File: src/shared/uem_cfg.svh
`ifndef UEM_CFG_SVH
`define UEM_CFG_SVH
// register byte offsets in configuration space
`define UEM_STATUS_OFFSET   12'h104
`define UEM_MASK_OFFSET     12'h108
`define UEM_HDRLOG_OFFSET   12'h11c
// bit positions of the error classes
`define UEM_BIT_UR          20
`define UEM_BIT_ECRC        19
`define UEM_BIT_MTLP        18
`define UEM_BIT_RO          17
`define UEM_BIT_UC          16
`define UEM_BIT_CA          15
`define UEM_BIT_CT          14
`define UEM_BIT_FCP         13
`define UEM_BIT_PTLP        12
`define UEM_BIT_DLP         4
`define UEM_BIT_TE          0
// implemented (writable) bits of both registers
`define UEM_IMPL_MASK       32'h0017f010
`define UEM_STATUS_RESET    32'h00000000
`define UEM_MASK_RESET      32'h00000000
// completion timeout window, least figure, in ms, and clock rate in Hz
`define UEM_CT_MS           16
`define UEM_CLK_HZ          10000000
`define UEM_CT_CYCLES       ((`UEM_CT_MS * `UEM_CLK_HZ + 999) / 1000)
`endif

File: src/shared/uem_pkg.sv
package uem_pkg;
	typedef logic [31:0] uem_word_t;
	typedef enum logic [1:0] {UEM_CT_IDLE, UEM_CT_WAIT, UEM_CT_EXPIRED} uem_ct_state_e;
endpackage

File: src/shared/uem_evt_if.sv
`timescale 1ns/1ps
interface uem_evt_if;
	logic        start;
	logic        done;
	logic        expired;
	modport timer (input start, input done, output expired);
	modport user  (output start, output done, input expired);
endinterface

File: src/rtl/uem_timeout.sv
`timescale 1ns/1ps
// completion timeout watchdog for one outstanding inbound read
module uem_timeout
	import uem_pkg::*;
#(
	parameter int CYCLES = 160000
) (
	input  wire logic mclk,
	input  wire logic rst,
	uem_evt_if.timer  evt
);
	uem_ct_state_e     state;
	uem_ct_state_e     next_state;
	logic [31:0]       count;
	logic [31:0]       next_count;
	logic              next_expired;
	logic              expired;

	// ===========================================================
	// timer state
	always_comb begin
		next_state = state;
		next_count = count;
		next_expired = 1'b0;
		case (state)
			UEM_CT_IDLE: begin
				next_count = 32'h0;
				if (evt.start) begin
					next_state = UEM_CT_WAIT;
				end
			end
			UEM_CT_WAIT: begin
				if (evt.done) begin
					next_state = UEM_CT_IDLE;
				end else if (count >= 32'(CYCLES - 1)) begin
					next_state = UEM_CT_EXPIRED;
					next_expired = 1'b1;
				end else begin
					next_count = count + 32'h1;
				end
			end
			UEM_CT_EXPIRED: begin
				// expiry lasts one cycle; the slot goes back to idle whether or not a completion comes
				next_state = UEM_CT_IDLE;
			end
			default: next_state = UEM_CT_IDLE;
		endcase
	end

	always_ff @(posedge mclk) begin
		if (rst) begin
			state <= UEM_CT_IDLE;
			count <= 32'h0;
			expired <= 1'b0;
		end else begin
			state <= next_state;
			count <= next_count;
			expired <= next_expired;
		end
	end

	assign evt.expired = expired;
endmodule

File: src/rtl/uncorrectable_error_status_mask.sv
`timescale 1ns/1ps
`include "uem_cfg.svh"
// Behaviour
// - set bits read 1; write 1 clears
// - bit 20 on unsupported request, incl hot-plug
// - bit 19 never sets
// - bit 18 on malformed packet, log header
// - bit 17 on receive buffer overflow
// - bit 16 unexpected completion, log header
// - bit 15 on hot-plug completer abort, log
// - bit 14 on read timeout 16-32 ms
// - bit 13 on flow control error
// - bit 12 on poisoned packet, log header
// - bit 4 on link protocol error
// - bit 0 always reads zero
// - masked error sends no message
// - masked error skips header log; status sets
// - masked error keeps first error pointer
// - mask bits sticky read-write, reset zero
// - mask bits 19 and 0 read zero
module uncorrectable_error_status_mask
	import uem_pkg::*;
#(
	parameter int CT_CYCLES = `UEM_CT_CYCLES,
	parameter int HDR_W     = 128
) (
	input  wire logic             mclk,
	input  wire logic             rst,
	input  wire logic             auxRst,
	input  wire logic             cfgWrite,
	input  wire logic             cfgRead,
	input  wire logic [11:0]      cfgAddr,
	input  wire logic [31:0]      cfgWdata,
	input  wire logic [3:0]       cfgByteEn,
	output logic      [31:0]      cfgRdata,
	output logic                  cfgRdValid,
	input  wire logic             unsupportedRequest,
	input  wire logic             hotPlugParityUr,
	input  wire logic             malformedPacket,
	input  wire logic             receiveOverflow,
	input  wire logic             completionArrive,
	input  wire logic             requesterIdMatch,
	input  wire logic             tagExpected,
	input  wire logic             hotPlugCompleterAbort,
	input  wire logic             readIssued,
	input  wire logic             readCompleted,
	input  wire logic             flowControlError,
	input  wire logic             poisonedPacket,
	input  wire logic             linkProtocolError,
	input  wire logic [HDR_W-1:0] packetHeader,
	output logic                  errorMessage,
	output logic      [4:0]       errorMessageBit,
	output logic                  headerLogWrite,
	output logic      [HDR_W-1:0] headerLogData,
	output logic                  firstErrorPointerWrite,
	output logic      [4:0]       first_error_pointer
);
	uem_word_t        status;
	uem_word_t        next_status;
	uem_word_t        mask;
	uem_word_t        next_mask;
	uem_word_t        events;
	uem_word_t        unmasked;
	uem_word_t        byteMask;
	uem_word_t        w1c;
	logic             ctExpired;
	logic [4:0]       firstBit;
	logic [31:0]      next_rdata;
	logic             next_rdValid;
	logic             next_msg;
	logic [4:0]       next_msgBit;
	logic             next_logWr;
	logic [HDR_W-1:0] next_logData;
	logic             next_fepWr;
	logic [4:0]       next_fep;

	uem_evt_if ctEvt ();

	// ===========================================================
	// completion timeout watchdog
	assign ctEvt.start = readIssued;
	assign ctEvt.done  = readCompleted;
	assign ctExpired   = ctEvt.expired;

	uem_timeout #(.CYCLES(CT_CYCLES)) ctTimer (
		.mclk (mclk),
		.rst  (rst),
		.evt  (ctEvt.timer)
	);

	// ===========================================================
	// error event vector, one bit per class
	always_comb begin
		events = 32'h0;
		events[`UEM_BIT_UR]   = unsupportedRequest | hotPlugParityUr;
		events[`UEM_BIT_ECRC] = 1'b0;
		events[`UEM_BIT_MTLP] = malformedPacket;
		events[`UEM_BIT_RO]   = receiveOverflow;
		events[`UEM_BIT_UC]   = completionArrive & (~requesterIdMatch | ~tagExpected);
		events[`UEM_BIT_CA]   = hotPlugCompleterAbort;
		events[`UEM_BIT_CT]   = ctExpired;
		events[`UEM_BIT_FCP]  = flowControlError;
		events[`UEM_BIT_PTLP] = poisonedPacket;
		events[`UEM_BIT_DLP]  = linkProtocolError;
		events[`UEM_BIT_TE]   = 1'b0;
		events = events & `UEM_IMPL_MASK;
	end

	// masked errors still set status but report nothing
	assign unmasked = events & ~mask;

	// lowest unmasked bit wins when several classes fire together
	always_comb begin
		firstBit = 5'h0;
		for (int i = 31; i >= 0; i--) begin
			if (unmasked[i]) begin
				firstBit = 5'(i);
			end
		end
	end

	// ===========================================================
	// sticky registers: only the auxiliary reset clears them
	always_comb begin
		for (int b = 0; b < 4; b++) begin
			byteMask[b*8 +: 8] = {8{cfgByteEn[b]}};
		end
		w1c = 32'h0;
		next_mask = mask;
		if (cfgWrite && cfgAddr == `UEM_STATUS_OFFSET) begin
			w1c = cfgWdata & byteMask & `UEM_IMPL_MASK;
		end
		if (cfgWrite && cfgAddr == `UEM_MASK_OFFSET) begin
			next_mask = ((cfgWdata & byteMask) | (mask & ~byteMask)) & `UEM_IMPL_MASK;
		end
		// set wins over a clear in the same cycle
		next_status = ((status & ~w1c) | events) & `UEM_IMPL_MASK;
	end

	always_ff @(posedge mclk) begin
		if (auxRst) begin
			status <= `UEM_STATUS_RESET;
			mask   <= `UEM_MASK_RESET;
		end else begin
			status <= next_status;
			mask   <= next_mask;
		end
	end

	// ===========================================================
	// read path and error reporting outputs
	always_comb begin
		next_rdValid = cfgRead;
		next_rdata   = 32'h0;
		if (cfgRead) begin
			case (cfgAddr)
				`UEM_STATUS_OFFSET: next_rdata = status & `UEM_IMPL_MASK;
				`UEM_MASK_OFFSET:   next_rdata = mask & `UEM_IMPL_MASK;
				default:            next_rdata = 32'h0;
			endcase
		end
		next_msg     = |unmasked;
		next_msgBit  = firstBit;
		// only classes that carry a header reach the log
		next_logWr   = |(unmasked & ((32'h1 << `UEM_BIT_MTLP) | (32'h1 << `UEM_BIT_UC)
			| (32'h1 << `UEM_BIT_CA) | (32'h1 << `UEM_BIT_PTLP)));
		next_logData = next_logWr ? packetHeader : headerLogData;
		next_fepWr   = |unmasked;
		next_fep     = (|unmasked) ? firstBit : first_error_pointer;
	end

	always_ff @(posedge mclk) begin
		if (rst) begin
			cfgRdata               <= 32'h0;
			cfgRdValid             <= 1'b0;
			errorMessage           <= 1'b0;
			errorMessageBit        <= 5'h0;
			headerLogWrite         <= 1'b0;
			headerLogData          <= '0;
			firstErrorPointerWrite <= 1'b0;
			first_error_pointer    <= 5'h0;
		end else begin
			cfgRdata               <= next_rdata;
			cfgRdValid             <= next_rdValid;
			errorMessage           <= next_msg;
			errorMessageBit        <= next_msgBit;
			headerLogWrite         <= next_logWr;
			headerLogData          <= next_logData;
			firstErrorPointerWrite <= next_fepWr;
			first_error_pointer    <= next_fep;
		end
	end
endmodule

File: config.mk
export PLATFORM = sky130hd
export DESIGN_NAME = uncorrectable_error_status_mask
export DESIGN_NICKNAME = d
export VERILOG_FILES = /design/src/shared/uem_pkg.sv /design/src/shared/uem_evt_if.sv /design/src/rtl/uem_timeout.sv /design/src/rtl/uncorrectable_error_status_mask.sv
export VERILOG_INCLUDE_DIRS = /design/src /design/src/shared
export SDC_FILE = /design/constraint.sdc
export NUM_CORES = 1
export LEC_CHECK = 0
export BUFFER_PORTS_ARGS = -buffer_cell sky130_fd_sc_hd__buf_2
export CORE_AREA = 2 2 142 144
export CTS_CLUSTER_DIAMETER = 80
export DETAILED_ROUTE_END_ITERATION = 10
export DIE_AREA = 0 0 144 146
export GPL_ROUTABILITY_DRIVEN = 0
export GPL_TIMING_DRIVEN = 0
export PLACE_DENSITY = 0.69
export SLEW_MARGIN = 40
export SYNTH_ARGS = -nofsm -noshare
export SYNTH_HDL_FRONTEND = slang
export SYNTH_SLANG_ARGS = --single-unit
File: constraint.sdc
create_clock -name mclk -period 2.83 [get_ports mclk]
set_input_delay 0.566 -clock mclk [delete_from_list [all_inputs] [get_ports mclk]]
set_output_delay 0.566 -clock mclk [all_outputs]
set_load 0.005 [all_outputs]
# Word-level counts from Yosys, hierarchy flattened

Index checks and enable logic that the tools add are counted.

$add $sub $neg: 1
Magnitude comparators: 1
Equality and inequality tests: 7
Mux-type cells: 42
Bitwise operators: 16
Reductions and logical operators: 10

Operators with widths:

| kind                  | number |
|---|---|
| $mux 5                | 32 |
| $mux 32               | 2 |
| $pmux 32 s2           | 1 |
| $and 21x21->21        | 3 |
| $not 21->21           | 2 |
| $or 21x21->21         | 2 |
| $pmux 21 s2           | 1 |
| $add 32x1->32 const B | 1 |
| $and 21x32->32        | 1 |
| $ge 32x18->1 const B  | 1 |
| $not 21->32           | 1 |
| $reduce_or 32->1      | 1 |
| $eq 12x9->1 const B   | 2 |
| $mux 21               | 1 |
| $mux 2                | 3 |
| $ne 2x2->1 const B    | 3 |
| $not 1->1             | 4 |
| $pmux 2 s2            | 1 |
| $reduce_or 4->1       | 1 |
| $ne 3x2->1 const B    | 1 |
| $reduce_and 3->1      | 1 |
| $reduce_or 3->1       | 1 |
| $eq 2x1->1 const B    | 1 |
| $logic_and 1x1->1     | 2 |
| 7 further kinds       | 8 |

Bits in registers: 226
Output and inout bits: 174

# Depth between registers and ports, before layout

Depth in word-level cells: 36
Mapped depth: 7

# Modules after synthesis

Synthesis repeated with hierarchy kept, for this count alone.

Cell total of the unflattened synthesis: 911
Area, all modules: 7677.4 um2

Modules (own cells, without submodules):

| module                          | times used | cells an instance | area each (um2) | seq. area each (um2) |
|---|---|---|---|---|
| uncorrectable_error_status_mask | 1          | 749               | 6204.7          | 3363.2 |
| uem_timeout                     | 1          | 162               | 1472.7          | 700.7 |

# Least setup slack after synthesis

No wires, ideal clock.

Path type: input to register
From: input cfgAddr[11]
To: register (tool-made name)
Library setup time: 128 ps
Arrival: 2082 ps
Required time: 2702 ps
Slack: 621 ps
Stages: 6
Buffers on the path: 1
Cells stage by stage: or4b_1 nor4_1 and3_1 clkbuf_1 mux2i_1 nor2_1

RTL lines:

| element         | line                                  | RTL |
|---|---|---|
| start, declared | uncorrectable_error_status_mask.sv:32 | `input wire logic [11:0] cfgAddr,` |

==> impl_metrics.env <==
export IMPL_synth_top_cells_by_area="sky130_fd_sc_hd__dfxtp_1, sky130_fd_sc_hd__nand2_1, sky130_fd_sc_hd__a21oi_1"
export IMPL_topRoutingLayerUsed="met4"
export IMPL_worst_case_register_to_register_setup_slack_ps=470
export IMPL_nets=1454
export IMPL_r2r_worst_path_cells=7
export IMPL_ys_ff_latch=203
export IMPL_cp_required_ps=3240
export IMPL_worst_hold_path_endpoint="status[13]"
export IMPL_hold_path_cell_count=3
export IMPL_yosysSeqAreaShare=0.547
export IMPL_route_final_wire_length_mm=22.9
export IMPL_path_max_fanout=10
export IMPL_deepest_clock_path_buffer_count=3
export IMPL_synthToLayoutAreaGrowth_pct=36.9
export IMPL_post_route_period_util=0.835
export IMPL_grt_util_all_layers=0.208
export IMPL_synth_edf_count=0
export IMPL_die_height_um=146
export IMPL_synth_flop_cell="sky130_fd_sc_hd__dfxtp_1"
export IMPL_tritoncts_clock_tree="yes"
export IMPL_net_switching_power_mw=1.47
export IMPL_cts_made_buffers=22
export IMPL_worstSkewPairLatency_ps=490
export IMPL_final_seq_area_um2=4060
export IMPL_finalCoreUtilization=0.526
export IMPL_p_sw_frac=0.227
export IMPL_slew_limit_headroom=0.477
export IMPL_max_cap_violations=0
export IMPL_crit_path_cell_trace="inv_1 > and2_1 > nor4_1 > clkbuf_1 > clkbuf_1 > nand2_1 > a21oi_1"
export IMPL_yosys_cell_types_count=47
export IMPL_io_buffer_count=319
export IMPL_ys_top_cells_by_count="sky130_fd_sc_hd__nand2_1, sky130_fd_sc_hd__dfxtp_1, sky130_fd_sc_hd__a21oi_1"
export IMPL_netlist_top_cell_by_area="sky130_fd_sc_hd__dfxtp_1"
export IMPL_vias_in_the_first_global_route=6838
export IMPL_crit_family="buffers and inverters"
export IMPL_multi_input_comb_area_um2=3050
export IMPL_drt_pass1_iterations=4
export IMPL_drc=0
export IMPL_timing_final_max_slew_violations=0
export IMPL_clk_pin_slew_ps=60
export IMPL_critical_path_n_buffers_inverters=3
export IMPL_wl_met2_mm=11.2
export IMPL_setup_worst_path_end_class="flop"
export IMPL_effective_utilization_at_floorplan=0.384
export IMPL_number_of_levels_in_the_clock_h_tree=1
export IMPL_antenna_violations_before_repair=1
export IMPL_cts_root_buffer="sky130_fd_sc_hd__clkbuf_16"
export IMPL_finalHoldViolations=0
export IMPL_cts_hold_buffers=0
export IMPL_min_from="flowControlError"
export IMPL_timing_critical_path_slowest_cell_delay_ps=520
export IMPL_final_fill_count=1852
export IMPL_vias_per_cell=4.67
export IMPL_worstSetupPathDepth=7
export IMPL_startpoint_types="flop"
export IMPL_floorplan_rows=51
export IMPL_rsz_0062_raised_after_global_routing="false"
export IMPL_synth_cells=894
export IMPL_grt_pass1_wl_mm=35.1
export IMPL_rr_endpoint="headerLogData[120]"
export IMPL_dr_first_iter_drc_count=306
export IMPL_hold_worst_slack_ps=293
export IMPL_fin_skew_ps=11.2
export IMPL_netlist_area_um2=7430
export IMPL_wl_met3_mm=1.93
export IMPL_ir_worst_vdd_v=0.000398
export IMPL_post_layout_min_period_ps=2360
export IMPL_tightest_slew_ps=784
export IMPL_crit_slowest_cell="sky130_fd_sc_hd__clkbuf_1"
export IMPL_route_antenna_remaining_nets=0
export IMPL_timing_final_setup_violations=0
export IMPL_f_max_mhz=423
export IMPL_vias=7177
export IMPL_yosys_warn_count=0
export IMPL_post_dp_hpwl_mm=17.7
export IMPL_critical_path_top_cell_by_count="sky130_fd_sc_hd__clkbuf_1"
export IMPL_detail_route_wl_per_cell_um=14.9
export IMPL_synthDominantCellAreaShare=0.547
export IMPL_power_internal_mw=5.02
export IMPL_run_status="finished clean"
export IMPL_seq_power_share=0.469
export IMPL_combPwrFrac=0.088
export IMPL_standby_leakage_power_nw=4.83
export IMPL_power_frac_clock=0.442
export IMPL_io_pin_count=368
export IMPL_clock_sinks=203
export IMPL_critPathArrivalTime_ps=2780
export IMPL_path_class="reg -> reg"
export IMPL_fraction_of_final_layout_cells_with_drive_strength_greater_than_1=0.302
export IMPL_pin_count_of_the_biggest_net_entering_global_routing=14
export IMPL_postSynthAreaPerCell_um2=8.31
export IMPL_core_area_um2=19300
export IMPL_die_width_um=144
export IMPL_synth_async_sr_flop_share=0
export IMPL_met1_length_mm=9.24
export IMPL_power_per_cell_area_nw_per_um2=638
export IMPL_grt_overflow_total=0
export IMPL_path_class_of_the_lowest_slack_min_delay_path="in -> reg"
export IMPL_most_numerous_cell_in_the_yosys_netlist="sky130_fd_sc_hd__nand2_1"
export IMPL_die_area_um2=21000
-- metal layers --
layer  vias to the layer above  track usage
met5                         -            0
met4                         0       0.0652
met3                        45       0.0500
met2                       255        0.367
met1                      3233        0.249
li1                       3644            -
-- tightest hold or removal path: stages --
cell and delay, ps:
sky130_fd_sc_hd__buf_2 90, sky130_fd_sc_hd__a21oi_1 30, sky130_fd_sc_hd__nor2_1 60
-- state kept, by name, summed over array words and instances (netlist names), named ones only --
register	cells
headerLogData	128
ctTimer.count	32
cfgRdata	9
status	9
errorMessageBit	5
first_error_pointer	5
ctTimer.state	2
cfgRdValid	1
ctTimer.evt.expired	1
firstErrorPointerWrite	1
headerLogWrite	1
-- through the flow --
step	std cells	setup slack (ps)	TNS [ps]	area (um2)	power (mW)
floorplan	916	621	0	7510	3.36
global placement	1500	-123	-2990	9440	3.68
detailed placement	1500	-197	-8890	9440	3.69
CTS	1537	254	0	10200	6.56
global route	1538	116	0	10200	6.77
finish	1538	468	0	10200	6.50
-- final cells by class --
class,count,area share
antenna,1,0.000246
buffer,78,0.0378
clock buffer,32,0.0638
clock inverter,5,0.00787
inverter,5,0.00184
multi-input combinational,630,0.300
sequential,203,0.399
tap,265,0.0326
timing repair buffer,319,0.157
-- power groups by stage --
stage | Combinational [mW] | Sequential (mW) | Clock [mW]
CTS | 0.579 | 3.05 | 2.93
finish | 0.574 | 3.05 | 2.87
global placement | 0.572 | 3.11 | 0
global route | 0.640 | 3.06 | 3.06
detailed placement | 0.576 | 3.11 | 0
floorplan | 0.237 | 3.12 | 0
-- cells by family after synthesis --
family | count (synthesis) | synth area share
muxes | 9 | 0.0121
AOI/OAI and AO/OA | 184 | 0.139
xor gates and xnor gates | 10 | 0.0118
adders and majority gates | 1 | 0.00168
other | 1 | 0.000505
and+or+nand+nor | 403 | 0.234
DFF | 203 | 0.547
buffers and inverters | 83 | 0.0540
-- worst max path at each step --
stage,end,slack [ps]
detailed placement,headerLogData[36],-200
finish,headerLogData[120],470
global placement,headerLogData[38],-120
floorplan,flop,620
CTS,headerLogData[36],250
global route,headerLogData[122],120
-- repair_timing --
item                       in CTS  in global routing
setup endpoints to repair       0                  1
gates resized for setup         0                  2
setup buffers                   0                  0
-- cells in the final DEF (no fill, tap or decap), types with 3 or more instances in the layout --
| cell | instances |
|---|---|
| sky130_fd_sc_hd__conb_1 | 23 |
| sky130_fd_sc_hd__and3_1 | 7 |
| sky130_fd_sc_hd__nand3_1 | 7 |
| sky130_fd_sc_hd__nand2_1 | 274 |
| sky130_fd_sc_hd__a21o_1 | 3 |
| sky130_fd_sc_hd__or3_1 | 5 |
| sky130_fd_sc_hd__clkbuf_1 | 57 |
| sky130_fd_sc_hd__inv_1 | 5 |
| sky130_fd_sc_hd__o21ai_0 | 4 |
| sky130_fd_sc_hd__and2_1 | 16 |
| sky130_fd_sc_hd__nand2b_1 | 4 |
| sky130_fd_sc_hd__nor3_1 | 4 |
| sky130_fd_sc_hd__buf_4 | 24 |
| sky130_fd_sc_hd__nor2_1 | 53 |
| sky130_fd_sc_hd__nor2b_1 | 7 |
| sky130_fd_sc_hd__dfxtp_1 | 203 |
| sky130_fd_sc_hd__mux2i_1 | 9 |
| sky130_fd_sc_hd__clkbuf_8 | 4 |
| sky130_fd_sc_hd__a22oi_1 | 10 |
| sky130_fd_sc_hd__clkbuf_16 | 23 |
| sky130_fd_sc_hd__a21oi_1 | 147 |
| sky130_fd_sc_hd__xor2_1 | 9 |
| sky130_fd_sc_hd__buf_2 | 319 |
| sky130_fd_sc_hd__nor4_1 | 7 |
| sky130_fd_sc_hd__nand4_1 | 4 |
| sky130_fd_sc_hd__o21ai_1 | 4 |
| sky130_fd_sc_hd__a211oi_1 | 3 |
Note: power is estimated with default switching activity, not from simulation.
